--- src/hdl/stcac_pkg.sv ---
/*
 * Package for the absolute-time compare unit: register offsets, field layout,
 * reset values and timing constants.
 * Assumes a 32-bit APB slave at 50 MHz.
 */
package stcac_pkg;
	// ************************************************************
	// Register map (byte addresses)
	// ************************************************************
	localparam logic [7:0] STCAC_OFF_CMP_LOW   = 8'h00;
	localparam logic [7:0] STCAC_OFF_CMP_HIGH  = 8'h04;
	localparam logic [7:0] STCAC_OFF_MSK_LOW   = 8'h08;
	localparam logic [7:0] STCAC_OFF_MSK_HIGH  = 8'h0C;
	localparam logic [7:0] STCAC_OFF_CTRL      = 8'h10;
	localparam logic [7:0] STCAC_OFF_STATUS    = 8'h14;
	localparam logic [7:0] STCAC_OFF_INIT_LOW  = 8'h18;
	localparam logic [7:0] STCAC_OFF_INIT_HIGH = 8'h1C;
	localparam logic [7:0] STCAC_OFF_TIME_LOW  = 8'h20;
	localparam logic [7:0] STCAC_OFF_TIME_HIGH = 8'h24;

	// ************************************************************
	// Fields and reset values
	// ************************************************************
	localparam int STCAC_TIME_W       = 33;
	localparam int STCAC_HIGH_BIT     = 0;
	localparam int STCAC_CTRL_EN_BIT  = 0;
	localparam int STCAC_STAT_HIT_BIT = 0;
	localparam logic [31:0] STCAC_RST_WORD = 32'h0000_0000;
	localparam logic [32:0] STCAC_RST_TIME = 33'h0_0000_0000;

	// ************************************************************
	// Timing
	// ************************************************************
	localparam int STCAC_CLK_HZ  = 50_000_000;
	localparam int STCAC_TICK_HZ = 90_000;
	localparam int STCAC_TICK_CYC = STCAC_CLK_HZ / STCAC_TICK_HZ;
	localparam logic [9:0] STCAC_TICK_LAST = 10'(STCAC_TICK_CYC - 1);
endpackage

--- src/hdl/stcac_top.sv ---
/*
 * Absolute-time compare unit with its 33-bit time base and APB register file.
 * Assumes a single 50 MHz clock and an APB master of the usual two-phase kind.
 */
`timescale 1ns/10ps
module stcac_top
	import stcac_pkg::*;
(
	input  wire logic        pclk,
	input  wire logic        presetn,
	input  wire logic        psel,
	input  wire logic        penable,
	input  wire logic        pwrite,
	input  wire logic [7:0]  paddr,
	input  wire logic [31:0] pwdata,
	output logic      [31:0] prdata,
	output logic             pready,
	output logic             pslverr,
	output logic             time_match_flag
);
	// ************************************************************
	// Bus decode
	// ************************************************************
	logic        wr_en;
	logic        rd_en;
	logic        hit_map;
	logic [32:0] cmp_r;
	logic [32:0] msk_r;
	logic [32:0] stc_r;
	logic        time_irq_enable_r;
	logic [9:0]  div_r;
	logic        tick;
	logic        tick_d_r;
	logic        match;
	logic        flag_clr;
	logic [31:0] rd_nxt;

	assign wr_en = psel & penable & pwrite;
	assign rd_en = psel & ~penable & ~pwrite;
	always_comb begin
		case (paddr)
			STCAC_OFF_CMP_LOW, STCAC_OFF_CMP_HIGH, STCAC_OFF_MSK_LOW,
			STCAC_OFF_MSK_HIGH, STCAC_OFF_CTRL, STCAC_OFF_STATUS,
			STCAC_OFF_INIT_LOW, STCAC_OFF_INIT_HIGH, STCAC_OFF_TIME_LOW,
			STCAC_OFF_TIME_HIGH: hit_map = 1'b1;
			default: hit_map = 1'b0;
		endcase
	end

	// ************************************************************
	// Compare, mask and control registers
	// ************************************************************
	always_ff @(posedge pclk or negedge presetn) begin
		if (!presetn) begin
			cmp_r <= STCAC_RST_TIME;
			msk_r <= STCAC_RST_TIME;
			time_irq_enable_r <= 1'b0;
		end else if (wr_en) begin
			case (paddr)
				STCAC_OFF_CMP_LOW:  cmp_r[31:0] <= pwdata;
				STCAC_OFF_CMP_HIGH: cmp_r[32] <= pwdata[STCAC_HIGH_BIT];
				STCAC_OFF_MSK_LOW:  msk_r[31:0] <= pwdata;
				STCAC_OFF_MSK_HIGH: msk_r[32] <= pwdata[STCAC_HIGH_BIT];
				STCAC_OFF_CTRL:     time_irq_enable_r <= pwdata[STCAC_CTRL_EN_BIT];
				default: ;
			endcase
		end
	end

	// ************************************************************
	// Time base
	// ************************************************************
	// Divider rounds down, so the rate runs a little fast of 90 kHz
	always_ff @(posedge pclk or negedge presetn) begin
		if (!presetn) begin
			div_r <= 10'h000;
		end else if (div_r == STCAC_TICK_LAST) begin
			div_r <= 10'h000;
		end else begin
			div_r <= div_r + 10'h001;
		end
	end
	assign tick = (div_r == STCAC_TICK_LAST);

	always_ff @(posedge pclk or negedge presetn) begin
		if (!presetn) begin
			stc_r <= STCAC_RST_TIME;
		end else if (wr_en && paddr == STCAC_OFF_INIT_LOW) begin
			stc_r <= {stc_r[32], pwdata};
		end else if (wr_en && paddr == STCAC_OFF_INIT_HIGH) begin
			stc_r <= {pwdata[STCAC_HIGH_BIT], stc_r[31:0]};
		end else if (tick) begin
			stc_r <= stc_r + 33'h0_0000_0001;
		end
	end

	// ************************************************************
	// Match detection
	// ************************************************************
	// Compare one cycle after each counter update, loads included
	always_ff @(posedge pclk or negedge presetn) begin
		if (!presetn) begin
			tick_d_r <= 1'b0;
		end else begin
			tick_d_r <= tick | (wr_en & (paddr == STCAC_OFF_INIT_LOW
				| paddr == STCAC_OFF_INIT_HIGH));
		end
	end
	assign match = tick_d_r & time_irq_enable_r
		& (((cmp_r ^ stc_r) & ~msk_r) == 33'h0_0000_0000);
	// Write one to clear; a coincident match still wins
	assign flag_clr = wr_en & (paddr == STCAC_OFF_STATUS) & pwdata[STCAC_STAT_HIT_BIT];

	always_ff @(posedge pclk or negedge presetn) begin
		if (!presetn) begin
			time_match_flag <= 1'b0;
		end else if (match) begin
			time_match_flag <= 1'b1;
		end else if (flag_clr) begin
			time_match_flag <= 1'b0;
		end
	end

	// ************************************************************
	// Read path
	// ************************************************************
	always_comb begin
		rd_nxt = STCAC_RST_WORD;
		case (paddr)
			STCAC_OFF_CMP_LOW:   rd_nxt = cmp_r[31:0];
			STCAC_OFF_CMP_HIGH:  rd_nxt = {31'h0000_0000, cmp_r[32]};
			STCAC_OFF_MSK_LOW:   rd_nxt = msk_r[31:0];
			STCAC_OFF_MSK_HIGH:  rd_nxt = {31'h0000_0000, msk_r[32]};
			STCAC_OFF_CTRL:      rd_nxt = {31'h0000_0000, time_irq_enable_r};
			STCAC_OFF_STATUS:    rd_nxt = {31'h0000_0000, time_match_flag};
			STCAC_OFF_TIME_LOW:  rd_nxt = stc_r[31:0];
			STCAC_OFF_TIME_HIGH: rd_nxt = {31'h0000_0000, stc_r[32]};
			default:             rd_nxt = STCAC_RST_WORD;
		endcase
	end

	always_ff @(posedge pclk or negedge presetn) begin
		if (!presetn) begin
			prdata  <= STCAC_RST_WORD;
			pready  <= 1'b0;
			pslverr <= 1'b0;
		end else begin
			pready  <= psel & ~penable;
			pslverr <= psel & ~penable & ~hit_map;
			if (rd_en) begin
				prdata <= rd_nxt;
			end
		end
	end
endmodule // stcac_top

--- config.mk ---
export PLATFORM = sky130hd
export DESIGN_NAME = stcac_top
export DESIGN_NICKNAME = d
export VERILOG_FILES = /design/src/hdl/stcac_pkg.sv /design/src/hdl/stcac_top.sv
export SDC_FILE = /design/constraint.sdc
export NUM_CORES = 1
export LEC_CHECK = 0
export ABC_AREA = 1
export BUFFER_PORTS_ARGS = -buffer_cell sky130_fd_sc_hd__buf_4
export CAP_MARGIN = 20
export CELL_PAD_IN_SITES_DETAIL_PLACEMENT = 1
export CELL_PAD_IN_SITES_GLOBAL_PLACEMENT = 2
export CORE_UTILIZATION = 33
export CTS_BUF_LIST = sky130_fd_sc_hd__clkbuf_16
export DETAILED_ROUTE_END_ITERATION = 8
export PLACE_DENSITY = 0.83
export SLEW_MARGIN = 20
export SYNTH_ARGS = -nofsm -noshare
export SYNTH_HDL_FRONTEND = slang
export SYNTH_SLANG_ARGS = --single-unit
--- constraint.sdc ---
create_clock -name pclk -period 1.99 [get_ports pclk]
set_input_delay 0.398 -clock pclk [delete_from_list [all_inputs] [get_ports pclk]]
set_output_delay 0.398 -clock pclk [all_outputs]
set_load 0.05 [all_outputs]
# After elaboration in Yosys (flattened, before gate mapping)
# Index checks and enable logic that the tools add are counted.
# Widths: inputs -> output; s select.
# totals
register_bits	146
latch_bits	0
ramBits	0
rom_bits	0
inputBits	45
out_inout_bits	35
wordCells	68
mem_count	0
# classes
add_sub_neg	2
n_mul	0
n_div	0
order_cmp	0
n_eq_ne	11
shifts	0
n_mux	8
bitwise_logic	19
n_reduce_logical	15
# ops
op	count
$pmux 32 s8	1
$mux 33	2
$add 33x1->33 const B	1
$and 33x33->33	1
$logic_not 33->1	1
$not 33->33	1
$xor 33x33->33	1
$eq 8x5->1 const B	4
$mux 32	1
$eq 8x4->1 const B	2
$eq 8x6->1 const B	2
$reduce_and 2->1	7
$add 10x1->10 const B	1
$and 1x1->1	10
$eq 10x10->1 const B	1
$mux 10	1
$reduce_or 10->1	1
$eq 8x3->1 const B	1
$logic_not 8->1	1
$reduce_bool 2->1	3
$not 1->1	4
$mux 1	3
$logic_and 1x1->1	2
$ne 2x2->1 const B	1
$or 1x1->1	2

# Depth between registers and ports, before layout
# Gate-level depths: netlist of run 1.
# depth
word_depth	6
ltp_mapped	11

# Worst setup path after synthesis of run 1
# No wires, ideal clock.
# synth_path
kind	flip-flop to flip-flop
start	reg div_r[0]
end	reg stc_r[22]
arrival_time_ns	1.434
setup_slack_ns	0.432
path_stages_with_launch	11
synth_period_minus_slack_ns	1.558
cell_sequence	dfrtp_1 > inv_1 > ha_1 > nand2_1 > nor2_1 > nand4_2 > nand2_2 > nand2_4 > buf_6 > a21oi_1 > a21oi_2
# synth_via
elab_chain_len	3
# synth_rtl
item	line_no	source
from (decl)	stcac_top.sv:31	logic [9:0] div_r;
from (signal assigned)	stcac_top.sv:80	div_r <= div_r + 10'h001;
$eq 10x10->1	stcac_top.sv:83	assign tick = (div_r == STCAC_TICK_LAST);
$reduce_bool 2->1 (no line)	--	
$reduce_and 2->1 (no line)	--	
to (signal assigned)	stcac_top.sv:89	stc_r <= {stc_r[32], pwdata};
to (signal assigned)	stcac_top.sv:91	stc_r <= {pwdata[STCAC_HIGH_BIT], stc_r[31:0]};
to (signal assigned)	stcac_top.sv:93	stc_r <= stc_r + 33'h0_0000_0001;
to (decl)	stcac_top.sv:29	logic [32:0] stc_r;
# Every way passes these cells.
# A chain may end at the register's enable or synchronous reset.

# Worst setup path after layout of run 1
# layout_path
start	reg stc_r[0]
end	reg stc_r[24]
# layout_via
elab_chain_len	4
# layout_rtl
item	line_no	source
$add 33x1->33	stcac_top.sv:93	
$mux 33	stcac_top.sv:92	end else if (tick) begin
$mux 33	stcac_top.sv:90	end else if (wr_en && paddr == STCAC_OFF_INIT_HIGH) begin
$mux 32	stcac_top.sv:88	end else if (wr_en && paddr == STCAC_OFF_INIT_LOW) begin
# Every way passes these cells. The select of a mux whose other input is x is not followed.

==> results.py, run 1 <==
metrics = {
    "status": {
        "status": "finished clean",
    },
    "logic_synthesis": {
        "mappedNetlistNets": 1280,
        "synth_largest_area_cell": "dfrtp_1",
        "netlist_area_mm2": 0.00833,
        "ys_warn_count": 0,
        "synth_edf_count": 0,
        "synthFlopType": "dfrtp_1",
        "synthTopCellsByArea": "dfrtp_1, nand2_1, nor2_1",
        "synthTopCellsByCount": "nand2_1, nor2_1, dfrtp_1",
        "syn_avg_cell_area_um2": 6.76,
        "synth_top_area_frac": 0.439,
        "seq_area_frac_synth": 0.439,
        "async_reset_ff_frac": 1.00,
        "ys_types": 32,
        "post-synth-top-count-cell": "nand2_1",
        "postSynthCellCount": 1232,
        "ys_seq_elements": 146,
    },
    "clocking": {
        "cts_made_buffers": 17,
        "path_clk_slew_ns": 0.06,
        "cts_tree": "done",
        "cts-root-buf": "clkbuf_16",
        "clkLatencyLatePin_ns": 0.44,
        "htree_levels": 4,
        "cts.sinks": 146,
        "ctsLongestPathBuffers": 2,
    },
    "sta": {
        "fin_crit_ns": 1.86,
        "relSlewSlack": 0.723,
        "tightest_slew_ns": 0.415,
        "timing.final.crit_share": 0.933,
        "setup_viol": 0,
        "fin_worst_skew_ns": 0.0115,
        "hold_viol": 0,
        "report.final.slew_viol_count": 0,
        "tns_ns": 0,
        "rsz0062_at_grt": "false",
        "fmax_ghz": 0.539,
        "worst_slack_ns": 0.133,
        "hold-worst-slack_ns": 0.126,
    },
    "drt": {
        "drcViolationCount": 0,
        "wl_per_cell_um": 16.6,
        "vias_per_cell": 4.87,
        "drtIter0Drc": 412,
        "firstDrtPassIters": 5,
        "ant_nets": 0,
        "vias": 8081,
        "wirelength_um": 27500,
    },
    "power": {
        "p_total_mw": 7.13,
        "irDropWorstVdd_mv": 0.496,
        "leakagePower_nw": 5.03,
        "power.density_mw_per_mm2": 700,
    },
    "placement": {
        "place_ws_ns": 0.0537,
        "dp_hpwl_um": 20200,
        "portBuffers": 79,
        "dp_cells": 1625,
        "gp_congestion": 0.886,
        "place_area_mm2": 0.00948,
    },
    "min_path": {
        "hp-class": "in -> reg",
    },
    "cells_and_area": {
        "area_growth_pct": 22.2,
        "final_nets": 1370,
        "fin_util": 0.415,
        "antenna_cells": 0,
        "drive_gt1_frac": 0.142,
        "instances_no_fill": 1659,
        "fin_area_mm2": 0.0102,
    },
    "worst_setup_path": {
        "crit_arrival_ns": 2.18,
        "worst_ep_required_time_ns": 2.31,
        "end_kind": "register",
        "cp_max_fo": 4,
        "crit_type": "reg -> reg",
        "cp-start-kind": "register",
    },
    "flow_run": {
        "maxCapViolations": 0,
    },
    "die": {
        "start_util": 0.340,
        "dieWidth_um": 161,
        "ios": 80,
        "dieArea_mm2": 0.0259,
        "die_h_um": 161,
        "num_rows": 57,
        "core_area_mm2": 0.0245,
    },
    "grt": {
        "grt_usage": 0.224,
        "grt_pass1_wl_um": 45100,
        "grt_pass1_vias": 8256,
        "antenna_found_initial": 0,
        "grt_max_degree": 65,
        "gr-total-overflow": 0,
    },
}
final cells by class:
type / count / area (um^2)
Timing Repair Buffer: 119 / 1000
Clock inverter: 15 / 213
Inverter: 108 / 422
Sequential cell: 146 / 3650
Clock buffer: 17 / 425
Multi-Input combinational cell: 930 / 4060
Fill cell: 3147 / 14400
Tap cell: 324 / 405
cells by family after synthesis:
family,Yosys count,share of synthesized area
and+or+nand+nor,800,0.394
AOI/OAI and AO/OA,121,0.0781
adders and majority gates,3,0.00451
xor gates and xnor gates,6,0.00631
DFF,146,0.439
buffers and inverters,156,0.0787
worst max-delay path: stages (launching register included):
cell and delay, ns:
dfrtp_1 0.41, ha_1 0.20, nand2_1 0.08, nor2_1 0.16
nand2_1 0.15, nor3_1 0.40, nand3_1 0.19, nand3_1 0.11
nand2_1 0.06
metal layers:
| layer | wire length [um] | vias up | track usage |
|---|---|---|---|
| met2 | 13000 | 116 | 0.370 |
| met3 | 714 | 31 | 0.0279 |
| met4 | 473 | 0 | 0.0725 |
| met1 | 13400 | 3911 | 0.303 |
| li1 | - | 4023 | - |
| met5 | 0 | - | 0 |
flip-flops by register name (all words and copies together) (netlist names):
| name | flops |
|---|---|
| cmp_r | 33 |
| msk_r | 33 |
| stc_r | 33 |
| prdata | 32 |
| div_r | 10 |
| pready | 1 |
| pslverr | 1 |
| tick_d_r | 1 |
| time_irq_enable_r | 1 |
| time_match_flag | 1 |
path summary, 6_finish.rpt:
kind | from | to | slack [ns] | depth (start not counted)
max in group asynchronous | presetn | stc_r[3] | 0.87 | 3
min reg2reg | prdata[28] | prdata[28] | 0.48 | 2
max | stc_r[0] | stc_r[24] | 0.13 | 8
min | penable | pready | 0.13 | 2
max reg2reg | stc_r[0] | stc_r[24] | 0.13 | 8
min in group asynchronous | presetn | cmp_r[32] | 0.45 | 2
where the power goes:
group,internal (mW),switching (mW)
clock,2.22,1.38
sequential,3.01,0.0577
combinational,0.165,0.297
layout by cell type, fill, tap and decap left out, types with 5 or more instances in the layout:
| cell type | Yosys | routed |
|---|---|---|
| nand3_1 | 98 | 98 |
| dfrtp_1 | 146 | 146 |
| nand2_1 | 502 | 502 |
| nand3b_1 | 11 | 11 |
| clkbuf_16 | 0 | 17 |
| buf_12 | 0 | 8 |
| nand4_1 | 5 | 5 |
| nor2_2 | 8 | 12 |
| o21ai_1 | 38 | 38 |
| o22ai_1 | 5 | 5 |
| a21oi_1 | 17 | 16 |
| nor2_1 | 157 | 153 |
| buf_4 | 2 | 108 |
| bufinv_16 | 0 | 5 |
| a21oi_2 | 9 | 10 |
| inv_1 | 104 | 103 |
| o21ai_0 | 50 | 50 |
timing repair:
action / CTS / global route
hold endpoints to repair: 34 / 0
cloned: 0 / 0
hold buffers: 1 / 0
pin swaps: 1 / 1
buffers inserted: 1 / 0
resized for setup: 2 / 8
endpoints found under the setup margin: 2 / 19
Power figures use the tool's default switching activity.
==> run 2, diff against run 1 <==
CORE_ASPECT_RATIO = 1.25   (was not set)
CORE_UTILIZATION = 30   (was 33)
CTS_CLUSTER_DIAMETER = 120   (was not set)
PLACE_DENSITY = 0.8   (was 0.83)
clock period = 1.6 ns   (was 1.99 ns; I/O delays follow)
==> results.py, run 2 (synthesis results as in run 1) <==
metrics = {
    "sta": {
        "tightest_slew_ns": 0.370,
        "timing.final.crit_share": 1.07,
        "rsz0062_at_grt": "true",
        "worst_slack_ns": -0.119,
        "report.final.slew_viol_count": 0,
        "fin_crit_ns": 1.72,
        "fin_worst_skew_ns": 0.0104,
        "setup_viol": 38,
        "hold_viol": 0,
        "fmax_ghz": 0.582,
        "relSlewSlack": 0.753,
    },
    "min_path": {
        "hp-class": "in -> reg",
    },
    "placement": {
        "gp_congestion": 0.848,
        "portBuffers": 79,
        "place_ws_ns": -0.177,
        "dp_hpwl_um": 22400,
    },
    "cells_and_area": {
        "largestRegisters": "cmp_r: 33 flops, msk_r: 33 flops, stc_r: 33 flops",
        "mostFrequentLayoutCell": "nand2_1",
        "mostFrequentLayoutCells": "nand2_1, buf_4, dfrtp_1",
        "antenna_cells": 0,
        "fin_util": 0.418,
        "drive_gt1_frac": 0.245,
        "final_nets": 1471,
        "area_growth_pct": 35.8,
    },
    "worst_setup_path": {
        "crit_chain": "inv_2, ha_4, nand2_4, nor2_4, nand4_4, nand2_4, nand2_8, buf_16, inv_16, nor2_2, a21oi_1",
        "slowest_delay_ns": 0.40,
        "crit_arrival_ns": 2.08,
        "slowest_stage": "dfrtp_1",
        "cpMostUsedCell": "nand2_4",
        "crit_type": "reg -> reg",
        "crit_family": "simple AND/OR/NAND/NOR gates",
        "worst_ep_required_time_ns": 1.96,
        "cp_max_fo": 6,
        "end_kind": "register",
        "timing.critical_path.buf_inv": 3,
        "cp-start-kind": "register",
    },
    "flow_run": {
        "maxCapViolations": 0,
    },
    "grt": {
        "antenna_found_initial": 0,
        "grt_max_degree": 39,
        "grt_pass1_vias": 8981,
        "gr-total-overflow": 0,
        "grt_usage": 0.224,
        "grt_pass1_wl_um": 48300,
    },
    "drt": {
        "firstDrtPassIters": 5,
        "vias": 8460,
        "drtIter0Drc": 320,
        "vias_per_cell": 4.75,
        "wirelength_um": 30100,
        "drcViolationCount": 0,
        "wl_per_cell_um": 16.9,
        "ant_nets": 0,
    },
    "status": {
        "violations": "negative setup slack",
        "status": "finished with violations",
    },
    "clocking": {
        "clkLatencyLatePin_ns": 0.44,
        "cts-root-buf": "clkbuf_16",
        "ctsLongestPathBuffers": 2,
        "path_clk_slew_ns": 0.07,
        "cts_tree": "done",
        "htree_levels": 4,
        "cts_made_buffers": 17,
        "cts.sinks": 146,
    },
    "die": {
        "start_util": 0.308,
        "core_area_mm2": 0.0271,
        "ios": 80,
        "num_rows": 67,
        "die_h_um": 188,
        "dieArea_mm2": 0.0284,
        "dieWidth_um": 151,
    },
    "power": {
        "power.density_mw_per_mm2": 739,
        "leakagePower_nw": 5.60,
        "irDropWorstVdd_mv": 0.673,
    },
}
run 2: cell types whose count changed in the layout (fill, tap and decap cells not counted), sizes merged:
cell,before,now
inv,108,109
buf,118,216
clkinvlp,2,4
clkinv,8,12
bufinv,5,1
run 2: cell type report:
class | count | area, um^2
fillers | 3481 | 15800
multi-input cells | 930 | 4300
flip-flops and latches | 146 | 3660
repair buffers | 217 | 1870
well taps | 345 | 432
clock buffers | 17 | 425
inverters | 108 | 425
clock inverters | 15 | 139
repair inverters | 3 | 62.6
run 2: path summary, 6_finish.rpt:
kind / startpoint / end / slack (ns) / cells past startpoint
setup / recovery: div_r[0] / stc_r[15] / -0.12 / 11
setup reg to reg: div_r[0] / stc_r[15] / -0.12 / 11
min in group asynchronous: presetn / prdata[8] / 0.33 / 2
hold / removal: penable / pready / 0.06 / 2
hold reg to reg: prdata[29] / prdata[29] / 0.48 / 2
max in group asynchronous: presetn / msk_r[21] / 0.72 / 3
run 2: report_power, final:
part           total, mW  internal, mW  switching (mW)
sequential          3.80          3.75          0.0592
combinational      0.664         0.256           0.408
clock               3.89          2.15            1.74
run 2: timing repair:
action,in CTS,in global routing
hold endpoints to repair,26,0
hold buffers,1,0
gates resized for setup,36,67
buffers inserted,6,4
pin swaps,8,14
cloned,4,0
endpoints found under the setup margin,34,41
run 2: metal layers:
| metal | vias up | track usage | routed length, um | share of wire |
|---|---|---|---|---|
| met4 | 0 | 0.0692 | 745 | 0.025 |
| met3 | 36 | 0.0358 | 793 | 0.026 |
| met5 | - | 0 | 0 | 0 |
| met1 | 4088 | 0.273 | 13200 | 0.44 |
| li1 | 4231 | - | - | - |
| met2 | 105 | 0.398 | 15400 | 0.51 |
run 2: through the flow:
stage	hold WS, ns	cells	setup TNS [ns]	cell area (um^2)	power [mW]
3_3_place_gp	0.233	1735	-5.68	10200	4.50
6_report	0.0551	1781	-2.96	11300	8.36
3_5_place_dp	0.240	1735	-7.90	10200	4.52
2_1_floorplan	0.0244	1232	0	8330	4.12
5_1_grt	0.0499	1781	-6.49	11300	8.64
4_1_cts	0.0464	1778	-2.06	11000	8.45
